<file path="config.mk">
export PLATFORM = sky130hd
export DESIGN_NAME = pcrc_unit
export DESIGN_NICKNAME = d
export VERILOG_FILES = /design/src/design/pcrc_fold.v /design/src/design/pcrc_unit.v
export VERILOG_INCLUDE_DIRS = /design/src /design/src/design
export SDC_FILE = /design/constraint.sdc
export NUM_CORES = 1
export LEC_CHECK = 0
export ABC_AREA = 1
export BUFFER_PORTS_ARGS = -buffer_cell sky130_fd_sc_hd__buf_2
export CAP_MARGIN = 30
export CORE_UTILIZATION = 50
export CTS_CLUSTER_SIZE = 14
export DETAILED_ROUTE_END_ITERATION = 10
export PLACE_DENSITY_LB_ADDON = 0.15
export REMOVE_ABC_BUFFERS = 1
export SLEW_MARGIN = 10
export SYNTH_ARGS = -nofsm -noshare
export SYNTH_HDL_FRONTEND = slang
export SYNTH_HIERARCHICAL = 1
export SYNTH_SLANG_ARGS = --single-unit
</file>
<file path="constraint.sdc">
create_clock -name clock_i -period 8.75 [get_ports clock_i]
set_input_delay 1.75 -clock clock_i [delete_from_list [all_inputs] [get_ports clock_i]]
set_output_delay 1.75 -clock clock_i [all_outputs]
set_load 0.05 [all_outputs]
</file>
<file path="src/design/pcrc_regs.vh">
// Register map, field positions, reset values and codes of the checksum unit.
// Included by the checksum unit files; definitions only.
`ifndef PCRC_REGS_VH
`define PCRC_REGS_VH

// Register offsets (byte addresses)
`define PCRC_OFF_DATA        5'h00
`define PCRC_OFF_CTRL        5'h04
`define PCRC_OFF_SEED        5'h08
`define PCRC_OFF_COEFF       5'h0C
`define PCRC_OFF_UNIT        5'h10
`define PCRC_OFF_STAT        5'h14

// Control register fields
`define PCRC_CTRL_RELOAD_BIT 0
`define PCRC_CTRL_WSEL_LSB   6
`define PCRC_CTRL_WSEL_MSB   7

// Unit size register field
`define PCRC_UNIT_LSB        0
`define PCRC_UNIT_MSB        1

// Status register fields
`define PCRC_STAT_BUSY_BIT   0
`define PCRC_STAT_OVR_BIT    1
`define PCRC_STAT_LVL_LSB    2
`define PCRC_STAT_LVL_MSB    3

// Reset values
`define PCRC_RST_ACC         32'h0000_0000
`define PCRC_RST_SEED        32'hFFFF_FFFF
`define PCRC_RST_COEFF       32'h04C1_1DB7
`define PCRC_RST_WSEL        2'h0
`define PCRC_RST_UNIT        2'h2

// Generator width codes
`define PCRC_WSEL_32         2'h0
`define PCRC_WSEL_16         2'h1
`define PCRC_WSEL_8          2'h2
`define PCRC_WSEL_7          2'h3

// Data unit codes
`define PCRC_UNIT_8          2'h0
`define PCRC_UNIT_16         2'h1
`define PCRC_UNIT_32         2'h2

// Bytes folded per clock
`define PCRC_BYTES_PER_CLK   1

`endif

</file>
<file path="src/design/pcrc_fold.v">
// Combinational fold of one byte into the checksum, most significant bit first.
// Assumes the caller registers the result; width code selects the generator size.
`timescale 1ns/1ns
`default_nettype none
`include "pcrc_regs.vh"

module pcrc_fold (
    // Current state and data
    input  wire [31:0] acc_i,
    input  wire [7:0]  byte_i,
    // Generator setup
    input  wire [31:0] coeff_i,
    input  wire [1:0]  wsel_i,
    // Result
    output wire [31:0] acc_o
);

    reg  [31:0] mask;
    reg  [4:0]  top;
    wire [287:0] stage;

    always @* begin
        case (wsel_i)
            `PCRC_WSEL_16: begin
                mask = 32'h0000_FFFF;
                top  = 5'h0F;
            end
            `PCRC_WSEL_8: begin
                mask = 32'h0000_00FF;
                top  = 5'h07;
            end
            `PCRC_WSEL_7: begin
                mask = 32'h0000_007F;
                top  = 5'h06;
            end
            default: begin
                mask = 32'hFFFF_FFFF;
                top  = 5'h1F;
            end
        endcase
    end

    assign stage[31:0] = acc_i & mask;

    // One shift-and-reduce step per data bit
    genvar i;
    generate
        for (i = 0; i < 8; i = i + 1) begin : g_bit
            wire [31:0] cur;
            wire        fb;
            assign cur = stage[32*i +: 32];
            assign fb  = cur[top] ^ byte_i[7-i];
            assign stage[32*(i+1) +: 32] = ({cur[30:0], 1'b0} & mask)
                                         ^ (fb ? (coeff_i & mask) : 32'h0000_0000);
        end
    endgenerate

    assign acc_o = stage[287:256];

endmodule
`default_nettype wire

</file>
<file path="src/design/pcrc_unit.v">
// Programmable checksum unit: register slave, two-entry data buffer, byte fold.
// Assumes a single-clock register master that never holds a strobe longer than one cycle.
//
// The strobed register port is this design's own decision.
`timescale 1ns/1ns
`default_nettype none
`include "pcrc_regs.vh"

module pcrc_unit (
    // Clock, reset, enable
    input  wire        clock_i,
    input  wire        rst_n_i,
    input  wire        ce_i,
    // Register port
    input  wire [4:0]  addr_i,
    input  wire [31:0] wr_data_i,
    input  wire        wr_i,
    input  wire        rd_i,
    output reg  [31:0] rd_data_o,
    // Buffer state toward the writer
    output wire        data_ready_o,
    output wire        busy_o
);

    // Register file state
    reg  [31:0] acc;
    reg  [31:0] seed;
    reg  [31:0] coeff;
    reg  [1:0]  wsel;
    reg  [1:0]  unit_sel;
    reg         overrun;

    // Two-entry data buffer
    reg  [31:0] buf_word0;
    reg  [31:0] buf_word1;
    reg  [1:0]  buf_last0;
    reg  [1:0]  buf_last1;
    reg         wr_ptr;
    reg         rd_ptr;
    reg  [1:0]  level;

    // Byte walker over the head entry
    reg  [1:0]  byte_cnt;

    // Decode
    wire        sel_data;
    wire        sel_ctrl;
    wire        sel_seed;
    wire        sel_coeff;
    wire        sel_unit;
    wire        sel_stat;

    wire        push_valid;
    wire        push_ready;
    wire        push;
    wire        pop_valid;
    wire        pop_ready;
    wire        pop;
    wire        reload;
    wire        ovr_set;
    wire        ovr_clr;

    wire [31:0] head_word;
    wire [1:0]  head_last;
    wire [1:0]  byte_sel;
    wire [7:0]  head_byte;
    wire [31:0] folded;
    reg  [1:0]  unit_last;
    reg  [31:0] next_rd_data;

    assign sel_data  = (addr_i == `PCRC_OFF_DATA);
    assign sel_ctrl  = (addr_i == `PCRC_OFF_CTRL);
    assign sel_seed  = (addr_i == `PCRC_OFF_SEED);
    assign sel_coeff = (addr_i == `PCRC_OFF_COEFF);
    assign sel_unit  = (addr_i == `PCRC_OFF_UNIT);
    assign sel_stat  = (addr_i == `PCRC_OFF_STAT);

    // Only a write strobe on the data port enters the buffer; reads never do
    assign push_valid   = wr_i & sel_data;
    assign push_ready   = (level != 2'h2);
    assign push         = ce_i & push_valid & push_ready;
    assign data_ready_o = push_ready;
    assign busy_o       = (level != 2'h0);

    // Write of one to the reload bit; a zero there is ignored
    assign reload = ce_i & wr_i & sel_ctrl & wr_data_i[`PCRC_CTRL_RELOAD_BIT];

    // A word written while both entries hold data is dropped and flagged
    assign ovr_set = ce_i & push_valid & ~push_ready;
    assign ovr_clr = ce_i & wr_i & sel_stat & wr_data_i[`PCRC_STAT_OVR_BIT];

    // Number of bytes minus one in a unit of the selected size
    always @* begin
        case (unit_sel)
            `PCRC_UNIT_8:  unit_last = 2'h0;
            `PCRC_UNIT_16: unit_last = 2'h1;
            default:       unit_last = 2'h3;
        endcase
    end

    assign head_word = rd_ptr ? buf_word1 : buf_word0;
    assign head_last = rd_ptr ? buf_last1 : buf_last0;

    // Highest byte of the unit first, walking down to its low byte
    assign byte_sel  = head_last - byte_cnt;
    assign head_byte = head_word[{byte_sel, 3'b000} +: 8];

    assign pop_valid = (level != 2'h0);
    assign pop_ready = (byte_cnt == head_last);
    assign pop       = ce_i & pop_valid & pop_ready & ~reload;

    // One byte per clock through the fold network
    pcrc_fold u_fold (
        .acc_i   (acc),
        .byte_i  (head_byte),
        .coeff_i (coeff),
        .wsel_i  (wsel),
        .acc_o   (folded)
    );

    // Accumulator and byte walker
    always @(posedge clock_i) begin
        if (!rst_n_i) begin
            acc      <= `PCRC_RST_ACC;
            byte_cnt <= 2'h0;
        end else if (ce_i) begin
            if (reload) begin
                acc      <= seed;
                byte_cnt <= 2'h0;
            end else if (pop_valid) begin
                acc <= folded;
                if (pop_ready) begin
                    byte_cnt <= 2'h0;
                end else begin
                    byte_cnt <= byte_cnt + 2'h1;
                end
            end
        end
    end

    // Buffer entries, pointers and fill level
    always @(posedge clock_i) begin
        if (!rst_n_i) begin
            buf_word0 <= 32'h0000_0000;
            buf_word1 <= 32'h0000_0000;
            buf_last0 <= 2'h0;
            buf_last1 <= 2'h0;
            wr_ptr    <= 1'b0;
            rd_ptr    <= 1'b0;
            level     <= 2'h0;
        end else if (ce_i) begin
            if (reload) begin
                // Reload starts a new computation, so pending words are discarded
                wr_ptr <= 1'b0;
                rd_ptr <= 1'b0;
                level  <= 2'h0;
            end else begin
                if (push) begin
                    if (wr_ptr) begin
                        buf_word1 <= wr_data_i;
                        buf_last1 <= unit_last;
                    end else begin
                        buf_word0 <= wr_data_i;
                        buf_last0 <= unit_last;
                    end
                    wr_ptr <= ~wr_ptr;
                end
                if (pop) begin
                    rd_ptr <= ~rd_ptr;
                end
                if (push && !pop) begin
                    level <= level + 2'h1;
                end else if (pop && !push) begin
                    level <= level - 2'h1;
                end
            end
        end
    end

    // Software registers
    always @(posedge clock_i) begin
        if (!rst_n_i) begin
            seed     <= `PCRC_RST_SEED;
            coeff    <= `PCRC_RST_COEFF;
            wsel     <= `PCRC_RST_WSEL;
            unit_sel <= `PCRC_RST_UNIT;
            overrun  <= 1'b0;
        end else if (ce_i) begin
            if (wr_i) begin
                if (sel_ctrl) begin
                    wsel <= wr_data_i[`PCRC_CTRL_WSEL_MSB:`PCRC_CTRL_WSEL_LSB];
                end else if (sel_seed) begin
                    seed <= wr_data_i;
                end else if (sel_coeff) begin
                    coeff <= wr_data_i;
                end else if (sel_unit) begin
                    unit_sel <= wr_data_i[`PCRC_UNIT_MSB:`PCRC_UNIT_LSB];
                end
            end
            // Set wins over a clear in the same cycle
            if (ovr_set) begin
                overrun <= 1'b1;
            end else if (ovr_clr) begin
                overrun <= 1'b0;
            end
        end
    end

    // Read data for the cycle after the strobe
    always @* begin
        next_rd_data = 32'h0000_0000;
        if (rd_i) begin
            if (sel_data) begin
                next_rd_data = acc;
            end else if (sel_ctrl) begin
                // Reload always reads back as zero
                next_rd_data[`PCRC_CTRL_WSEL_MSB:`PCRC_CTRL_WSEL_LSB] = wsel;
            end else if (sel_seed) begin
                next_rd_data = seed;
            end else if (sel_coeff) begin
                next_rd_data = coeff;
            end else if (sel_unit) begin
                next_rd_data[`PCRC_UNIT_MSB:`PCRC_UNIT_LSB] = unit_sel;
            end else if (sel_stat) begin
                next_rd_data[`PCRC_STAT_BUSY_BIT] = busy_o;
                next_rd_data[`PCRC_STAT_OVR_BIT]  = overrun;
                next_rd_data[`PCRC_STAT_LVL_MSB:`PCRC_STAT_LVL_LSB] = level;
            end
        end
    end

    always @(posedge clock_i) begin
        if (!rst_n_i) begin
            rd_data_o <= 32'h0000_0000;
        end else if (ce_i) begin
            rd_data_o <= next_rd_data;
        end
    end

endmodule
`default_nettype wire

</file>
==> flow_summary.toml, run 1 <==
[layout]
syn_to_final_growth_pct = 9.98
drive_above_1_share = 0.103
nNetsFinal = 2167
final_cells = 2481
final_util = 0.561

[die]
core-area_um2 = 27000
die_h_um = 168
boundaryPins = 76
rows = 60
start_util = 0.510
die_w_um = 168
dieArea_um2 = 28200

[sta]
layout_min_cycle_time_ps = 7860
drv_slew = 0
rsz0062_at_grt = "no"
slew_headroom = 0.409
finalClockSkew_ps = 5.55
max_freq_ghz = 0.127
hold_viol = 0
period_share = 0.899
tightest_slew_ps = 885
setup_violations = 0

[clock_tree]
h-tree-depth = 1
clk_pin_slew_worst_paths_ps = 60
clock_latency_ps = 540
cts_hold_buf = 0
clock_sinks = 207
cts-root-buf = "clkbuf_16"
cts_made_buffers = 23
cts_tree = "yes"
cts_max_path_buffers = 3

[placement]
dp_hpwl_mm = 30.9
gp_congestion = 0.987
placed_cells = 2436
portBuffers = 75

[grt]
grt_max_degree = 113
grt_antenna_before_repair = 2
grt_pass1_wl_mm = 69.3
grt_overflow_total = 0
grt_pass1_vias = 12600
grt_use_total = 0.311

[yosys]
synth_ff_type = "dfxtp_1"
synth_edf_count = 0
synth_top_cell_area_share = 0.301
yosysMostFrequentCell = "nand2_1"
yosys-top-cells-area = "dfxtp_1 (30%), nand2_1 (13%), xor2_1 (8.7%)"
post-synth-top-area-cell = "dfxtp_1"
syn_avg_cell_area_um2 = 6.50
synth_cell_types = 43
syn_area_um2 = 13800
synth_cells = 2117
ys_ff_latch = 207
yosysWarnings = 6
synthArstFlopShare = 0
synth_commonest_cells = "nand2_1 (488), inv_1 (235), dfxtp_1 (207)"
ys_seq_area_frac = 0.301

[detailed_routing]
ant_nets = 0
drc = 0
drt-initial-drc-count = 1356
routedWlPerCell_um = 18.1
viasPerCell = 5.64
totalWireLength_mm = 44.9
vias = 14000
drt_first_pass_iters = 7

[critical_path]
critPathRequiredTime_ps = 9220
cp-start-kind = "flop"
crit_path_max_incr_delay_ps = 440
criticalPathCategory = "reg2reg"
cp_max_fo = 32
worst_path_most_repeated_cell = "nand2_1"
cp_slowest_cell = "dfxtp_1"
end_kind = "flop"
critPathArrivalTime_ps = 8330

[pwr]
p_leak_uw = 0.00671
powerDensity_nw_per_um2 = 282
peakVddDrop_v = 0.000174

[outcome]
status = "finished, final reports clean"

[worst_hold_path]
hold_class = "reg2reg"

[flow_run]
max_cap_viol_count = 0
[cell families (layout without fill, tap and decap cells)]
family / after synthesis / after routing / share of synthesized area
AND/OR/NAND/NOR: 901 / 903 / 0.285
AO/OA/AOI/OAI: 437 / 437 / 0.180
buffers and inverters: 385 / 404 / 0.113
flip-flops: 207 / 207 / 0.301
XOR/XNOR: 186 / 186 / 0.119
adder cells (fa/ha/maj): 1 / 1 / 0.000909
other: 0 / 2 / 0
[power by group]
group | internal (uW) | total [uW] | leakage [uW] | switching (uW)
Sequential | 971 | 999 | 0.00167 | 28.7
Clock | 556 | 965 | 0.000361 | 409
Combinational | 803 | 2300 | 0.00468 | 1490
Total | 2330 | 4260 | 0.00671 | 1930
[placed cells by master (no fill, tap or decap), types with 17 or more instances in the layout]
master,netlist,routed
a21oi_1,161,160
a31oi_1,40,39
buf_2,37,74
buf_4,12,30
clkbuf_16,0,23
dfxtp_1,207,207
inv_1,235,235
inv_2,18,18
nand2_1,488,486
nand2_2,16,17
nand3_1,129,128
nand4_1,50,50
nor2_1,182,181
o211ai_1,49,49
o21ai_0,150,150
o221ai_1,21,21
xnor2_1,48,48
xor2_1,136,136
[path summary, 6_finish.rpt]
| path | from | to | slack [ps] | cells after the start |
|---|---|---|---|---|
| max | rd_ptr$_SDFFE_PN0P_ | acc[1]$_SDFFE_PN0P_ | 890 | 59 |
| min | buf_word0[9]$_SDFFE_PN0P_ | buf_word0[9]$_SDFFE_PN0P_ | 440 | 2 |
| max reg2reg | rd_ptr$_SDFFE_PN0P_ | acc[1]$_SDFFE_PN0P_ | 890 | 59 |
| min reg2reg | buf_word0[9]$_SDFFE_PN0P_ | buf_word0[9]$_SDFFE_PN0P_ | 440 | 2 |
[worst max-delay path: cells and delay by family (launching register included)]
kind / cells / cell delay [ps]
fa+ha+maj: 1 / 270
compound gates: 7 / 1100
simple gates: 42 / 4850
buf+inv: 7 / 740
flops: 1 / 440
xor+xnor: 2 / 350
[state kept, by name, indices dropped and copies added, names as in the netlist, 2 cells and up]
register / count
acc: 32
buf_last0: 2
buf_last1: 2
buf_word0: 32
buf_word1: 32
byte_cnt: 2
coeff: 32
level: 2
rd_data_o: 32
seed: 32
unit_sel: 2
wsel: 2
[layout make-up]
cell class | instances | area (um^2)
Fill cell | 2677 | 11800
Multi-Input combinational cell | 1527 | 8170
Sequential cell | 207 | 4140
Inverter | 256 | 966
Timing Repair Buffer | 109 | 687
Clock buffer | 33 | 663
Tap cell | 341 | 427
Clock inverter | 6 | 72.6
Antenna cell | 2 | 5.00
[metal layers]
layer  vias to the layer above  global-route usage  routed length (um)
met4                         0               0.138                2210
met2                       584               0.490               19800
met3                       121              0.0559                3800
met5                         -                   0                   0
li1                       6860                   -                   -
met1                      6439               0.414               19100
[what timing repair did]
action	CTS	global route
buffers inserted	0	1
resized for setup	0	10
endpoints found under the setup margin	0	32
[metrics by stage]
step | setup WS [ps] | TNS, ps | hold WS, ps | total power, uW | area (um^2)
floorplan | -402 | -12780 | 419 | 2700 | 13200
global placement | 768 | 0 | 429 | 3160 | 14200
detailed placement | 421 | 0 | 433 | 3190 | 14300
CTS | 384 | 0 | 442 | 4170 | 15000
global route | 13.4 | 0 | 463 | 4560 | 15100
finish | 886 | 0 | 440 | 4260 | 15100
Note: power is estimated with default switching activity, not from simulation.
==> run 2: changes to the inputs <==
CORE_UTILIZATION = 55   (was 50)
==> run 2 against run 1 <==
  * Clock power grew 2%
  * Critical path type unchanged
  * Critical endpoint is now acc[29]$_SDFFE_PN0P_
  * Cell area shrank 0.40%
  * Combinational power barely moved
  * Sequential power about the same
  * Clock-buffer cell count increased by 3
  * Maximum frequency fell by 2.1%
  * Clock skew increased by 10 ps
==> flow_summary.toml, run 2 (synthesized netlist as in run 1, its figures left out) <==
[critical_path]
worst_path_most_repeated_cell = "nand2_1"
r2r_slack_ps = 720
critPathRequiredTime_ps = 9210
r2r-start = "rd_ptr$_SDFFE_PN0P_"
cp_slowest_cell = "buf_4"
cp_max_fo = 32
r2r_cells = 61
r2r_end = "acc[29]$_SDFFE_PN0P_"
crit_path_max_incr_delay_ps = 350
end_kind = "flop"
cp-start-kind = "flop"
critPathArrivalTime_ps = 8490
criticalPathCategory = "reg2reg"

[placement]
portBuffers = 75
placed_cells = 2418
dp_slack_ps = 576
gp_congestion = 0.954
dp_hpwl_mm = 31.0

[detailed_routing]
viasPerCell = 5.71
drc = 0
totalWireLength_mm = 44.5
vias = 14100
met2_length_mm = 20.0
drt-initial-drc-count = 1268
top_layer = "met4"
drt_first_pass_iters = 6
routedWlPerCell_um = 18.1
wl_met1_mm = 19.1
ant_nets = 0
routed-wl-met3_mm = 3.46

[sta]
period_share = 0.918
layout_min_cycle_time_ps = 8030
drv_slew = 0
max_freq_ghz = 0.125
setup_violations = 0
slew_headroom = 0.394
setup_ws_ps = 722
rsz0062_at_grt = "no"
finalClockSkew_ps = 15.9
tightest_slew_ps = 908
hold_viol = 0
fin_hold_ws_ps = 442

[layout]
drive_above_1_share = 0.102
layout_commonest_cell = "nand2_1"
syn_to_final_growth_pct = 9.54
ff_latch_area_um2 = 4140
n_fill_cell = 2387
antenna_cells = 0
nNetsFinal = 2164
final_util = 0.616
layout_common_cells = "nand2_1 (487), inv_1 (235), dfxtp_1 (207)"
multi_input_area_um2 = 8140
final_cells = 2463

[die]
rows = 57
dieArea_um2 = 25700
core-area_um2 = 24500
die_h_um = 160
die_w_um = 160
start_util = 0.562
boundaryPins = 76

[grt]
grt_antenna_before_repair = 2
grt_pass1_wl_mm = 69.5
grt_use_total = 0.341
grt_max_degree = 93
grt_pass1_vias = 12700
grt_overflow_total = 0

[clock_tree]
clock_sinks = 207
clock_latency_ps = 550
clk_pin_slew_worst_paths_ps = 60
cts_tree = "yes"
cts_max_path_buffers = 3
cts-root-buf = "clkbuf_16"
cts_made_buffers = 24
h-tree-depth = 1

[worst_hold_path]
hold_class = "reg2reg"
hold_path.startpoint = "buf_word0[11]$_SDFFE_PN0P_"
hold-path-endpoint = "buf_word0[11]$_SDFFE_PN0P_"
hold-path-cell-count = 2

[flow_run]
max_cap_viol_count = 0

[pwr]
peakVddDrop_v = 0.000177
power_uw = 4250
p_leak_uw = 0.00671
powerDensity_nw_per_um2 = 282

[outcome]
status = "finished, final reports clean"
==> run 2: worst max-delay path: cells and delay by family, from the launching register on <==
kind                       cells  cell delay, ps
DFF                            1             320
buffers and inverters          9            1090
AOI/OAI and AO/OA              9            1480
xor gates and xnor gates       1             210
and+or+nand+nor               41            4530
adders and majority gates      1             270
==> run 2: how the worst max path moves through the flow <==
| stage | startpoint | to | depth (start not counted) |
|---|---|---|---|
| CTS | rd_ptr$_SDFFE_PN0P_ | acc[29]$_SDFFE_PN0P_ | 60 |
| global placement | rd_ptr$_SDFFE_PN0P_ | acc[1]$_SDFFE_PN0P_ | 60 |
| floorplan | rd_ptr$_SDFFE_PN0P_ | acc[10]$_SDFFE_PN0P_ | 58 |
| finish | rd_ptr$_SDFFE_PN0P_ | acc[29]$_SDFFE_PN0P_ | 61 |
| detailed placement | rd_ptr$_SDFFE_PN0P_ | acc[4]$_SDFFE_PN0P_ | 60 |
| global route | rd_ptr$_SDFFE_PN0P_ | acc[29]$_SDFFE_PN0P_ | 57 |
==> run 2: through the flow <==
stage	cell area (um^2)	setup TNS, ps
after global routing	15100	0
after detailed placement	14200	0
after CTS	15000	0
after floorplan	13200	-12780
final	15100	0
after global placement	14200	0
==> run 2: final cells by class <==
cell class	instances	share of cell area
Clock buffer	36	0.0468
Clock inverter	8	0.00482
Inverter	256	0.0643
Sequential cell	207	0.275
Multi-Input combinational cell	1526	0.540
Timing Repair Buffer	106	0.0424
Tap cell	324	0.0269
==> run 2: what timing repair did <==
item / 4_1_cts / 5_1_grt
setup endpoints to repair: 0 / 32
setup buffers: 0 / 0
resized for setup: 0 / 8
hold buffers: 0 / 0
==> run 2: routing by layer <==
| metal | global-route usage | vias up |
|---|---|---|
| met2 | 0.549 | 544 |
| met4 | 0.150 | 0 |
| met1 | 0.451 | 6555 |
| li1 | - | 6855 |
| met3 | 0.0553 | 116 |
| met5 | 0 | - |
==> run 2: report_power, final <==
group / switching (uW) / internal (uW) / total, uW
combinational: 1470 / 796 / 2270
sequential: 26.7 / 971 / 998
clock: 424 / 561 / 985
==> run 3: changes to the inputs <==
ABC_CLOCK_PERIOD_IN_PS = 8750   (was not set)
CORE_UTILIZATION = 30   (was 55)
SLEW_MARGIN = 20   (was 10)
==> run 3 against run 2 <==
  * Core utilization is 27 points lower
  * Final cell count is 11% higher
  * Cell area is 2.5% higher
  * Power is 3.0% higher
  * First-iteration DRC count is 12% lower
  * Clock power is 11% higher
  * Worst hold slack better by 0.70 ps
  * Global-route usage is 12 points lower
  * Wire length is 18% higher
  * Die area is 82% higher
  * Sequential power hardly changed
  * Clock-buffer cell count stayed put
  * Largest power group unchanged
==> flow_summary.toml, run 3 (synthesized netlist as in run 1, its figures left out) <==
[clock_tree]
cts_max_path_buffers = 3
cts-root-buf = "clkbuf_16"
h-tree-depth = 1
cts_tree = "yes"
postCtsSetupBuffers = 0
clock_sinks = 207
clk_pin_slew_worst_paths_ps = 60
cts_made_buffers = 25
clock_latency_ps = 560

[die]
core-area_um2 = 45300
rows = 78
dieArea_um2 = 46700
boundaryPins = 76
start_util = 0.304
die_h_um = 216
die_w_um = 216

[grt]
grt_max_degree = 91
grt_antenna_before_repair = 3
grt_use_total = 0.220
grt_pass1_wl_mm = 79.6
grt_overflow_total = 0
grt_pass1_vias = 13100

[detailed_routing]
totalWireLength_mm = 52.4
ant_nets = 0
routedWlPerCell_um = 19.1
vias = 13700
drt_first_pass_iters = 7
viasPerCell = 5.00
drc = 0
drt-initial-drc-count = 1119

[layout]
layout_commonest_cell = "nand2_1"
antenna_cells = 0
ff_latch_area_um2 = 4140
multi_input_area_um2 = 8120
final_cells = 2739
layout_common_cells = "nand2_1 (487), inv_1 (234), dfxtp_1 (207)"
syn_to_final_growth_pct = 12.3
final_util = 0.341
nNetsFinal = 2166
drive_above_1_share = 0.102
fin_area_um2 = 15400
n_fill_cell = 5020

[sta]
max_freq_ghz = 0.127
totalNegativeSetupSlack_ps = 0
finalClockSkew_ps = 15.5
setup_violations = 0
hold_viol = 0
slew_headroom = 0.379
tightest_slew_ps = 931
fin_hold_ws_ps = 443
drv_slew = 0
rsz0062_at_grt = "no"
period_share = 0.899
layout_min_cycle_time_ps = 7860

[critical_path]
worst_path_most_repeated_cell = "nand2_1"
cp-start-kind = "flop"
r2r_slack_ps = 890
path_buf_inv = 8
crit_family = "simple AND/OR/NAND/NOR gates"
critPathArrivalTime_ps = 8340
cp_slowest_cell = "dfxtp_1"
r2r_cells = 59
end_kind = "flop"
cp_max_fo = 28
r2r_end = "acc[24]$_SDFFE_PN0P_"
path_depth = 59
crit_end = "acc[24]$_SDFFE_PN0P_"
critPathRequiredTime_ps = 9220
crit_start = "rd_ptr$_SDFFE_PN0P_"
r2r-start = "rd_ptr$_SDFFE_PN0P_"
crit_path_max_incr_delay_ps = 410
criticalPathCategory = "reg2reg"

[placement]
portBuffers = 75
placed_cells = 2696
gp_congestion = 0.872
dp_hpwl_mm = 36.5
postPlaceCellArea_um2 = 14600

[flow_run]
max_cap_viol_count = 0

[pwr]
p_leak_uw = 0.00673
peakVddDrop_v = 0.000136
powerDensity_nw_per_um2 = 284

[worst_hold_path]
hold_class = "reg2reg"

[outcome]
status = "finished, final reports clean"
[run 3: cell types whose count changed in the layout (fill, tap and decap cells not counted), moves of 2 or more]
cell | before | now
buf_12 | 2 | 0
bufinv_16 | 0 | 3
clkinv_2 | 5 | 3
inv_2 | 17 | 19
nand2_4 | 8 | 10
buf_4 | 29 | 31
nand3_2 | 10 | 7
nand3_1 | 127 | 129
nand2_8 | 4 | 2
clkinv_4 | 2 | 0
[run 3: stage by stage]
| stage | setup slack (ps) | power (uW) |
|---|---|---|
| 3_5_place_dp | 488 | 3270 |
| 3_3_place_gp | 733 | 3260 |
| 2_1_floorplan | -402 | 2700 |
| 4_1_cts | 444 | 4380 |
| 5_1_grt | 20.3 | 4720 |
| 6_report | 885 | 4380 |
[run 3: tightest hold or removal path: stages (launching register included)]
cell     delay [ps]
dfxtp_1         300
inv_1            50
a21oi_1          50
[run 3: how the worst min path moves through the flow]
stage                                          start                    endpoint  slack [ps]  depth (start not counted)
after CTS                  buf_word0[8]$_SDFFE_PN0P_   buf_word0[8]$_SDFFE_PN0P_         440                          2
final                      buf_last0[0]$_SDFFE_PN0P_   buf_last0[0]$_SDFFE_PN0P_         440                          2
after floorplan           buf_word0[10]$_SDFFE_PN0P_  buf_word0[10]$_SDFFE_PN0P_         420                          2
after global placement     buf_word0[9]$_SDFFE_PN0P_   buf_word0[9]$_SDFFE_PN0P_         430                          2
after detailed placement   buf_word0[8]$_SDFFE_PN0P_   buf_word0[8]$_SDFFE_PN0P_         430                          2
after global routing       buf_word0[8]$_SDFFE_PN0P_   buf_word0[8]$_SDFFE_PN0P_         470                          2
[run 3: power by group]
group	switching, uW	total, uW	leakage (uW)	internal, uW
Clock	436	1090	0.000410	652
Sequential	26.8	998	0.00167	971
Combinational	1500	2290	0.00465	792
Total	1970	4380	0.00673	2420
[run 3: layout make-up]
type / instances / area share
Clock buffer: 36 / 0.0464
Clock inverter: 7 / 0.00737
Inverter: 256 / 0.0625
Multi-Input combinational cell: 1525 / 0.525
Sequential cell: 207 / 0.268
Tap cell: 600 / 0.0486
Timing Repair Buffer: 108 / 0.0415
[run 3: routing by layer]
metal | GRT usage | share of wire
met1 | 0.293 | 0.46
met2 | 0.363 | 0.46
met3 | 0.0275 | 0.047
met4 | 0.0840 | 0.038
met5 | 0 | 0
[run 3: repair_timing]
| item | 4_1_cts | 5_1_grt |
|---|---|---|
| endpoints found under the setup margin | 0 | 32 |
| gates resized for setup | 0 | 10 |
| hold buffers | 0 | 0 |
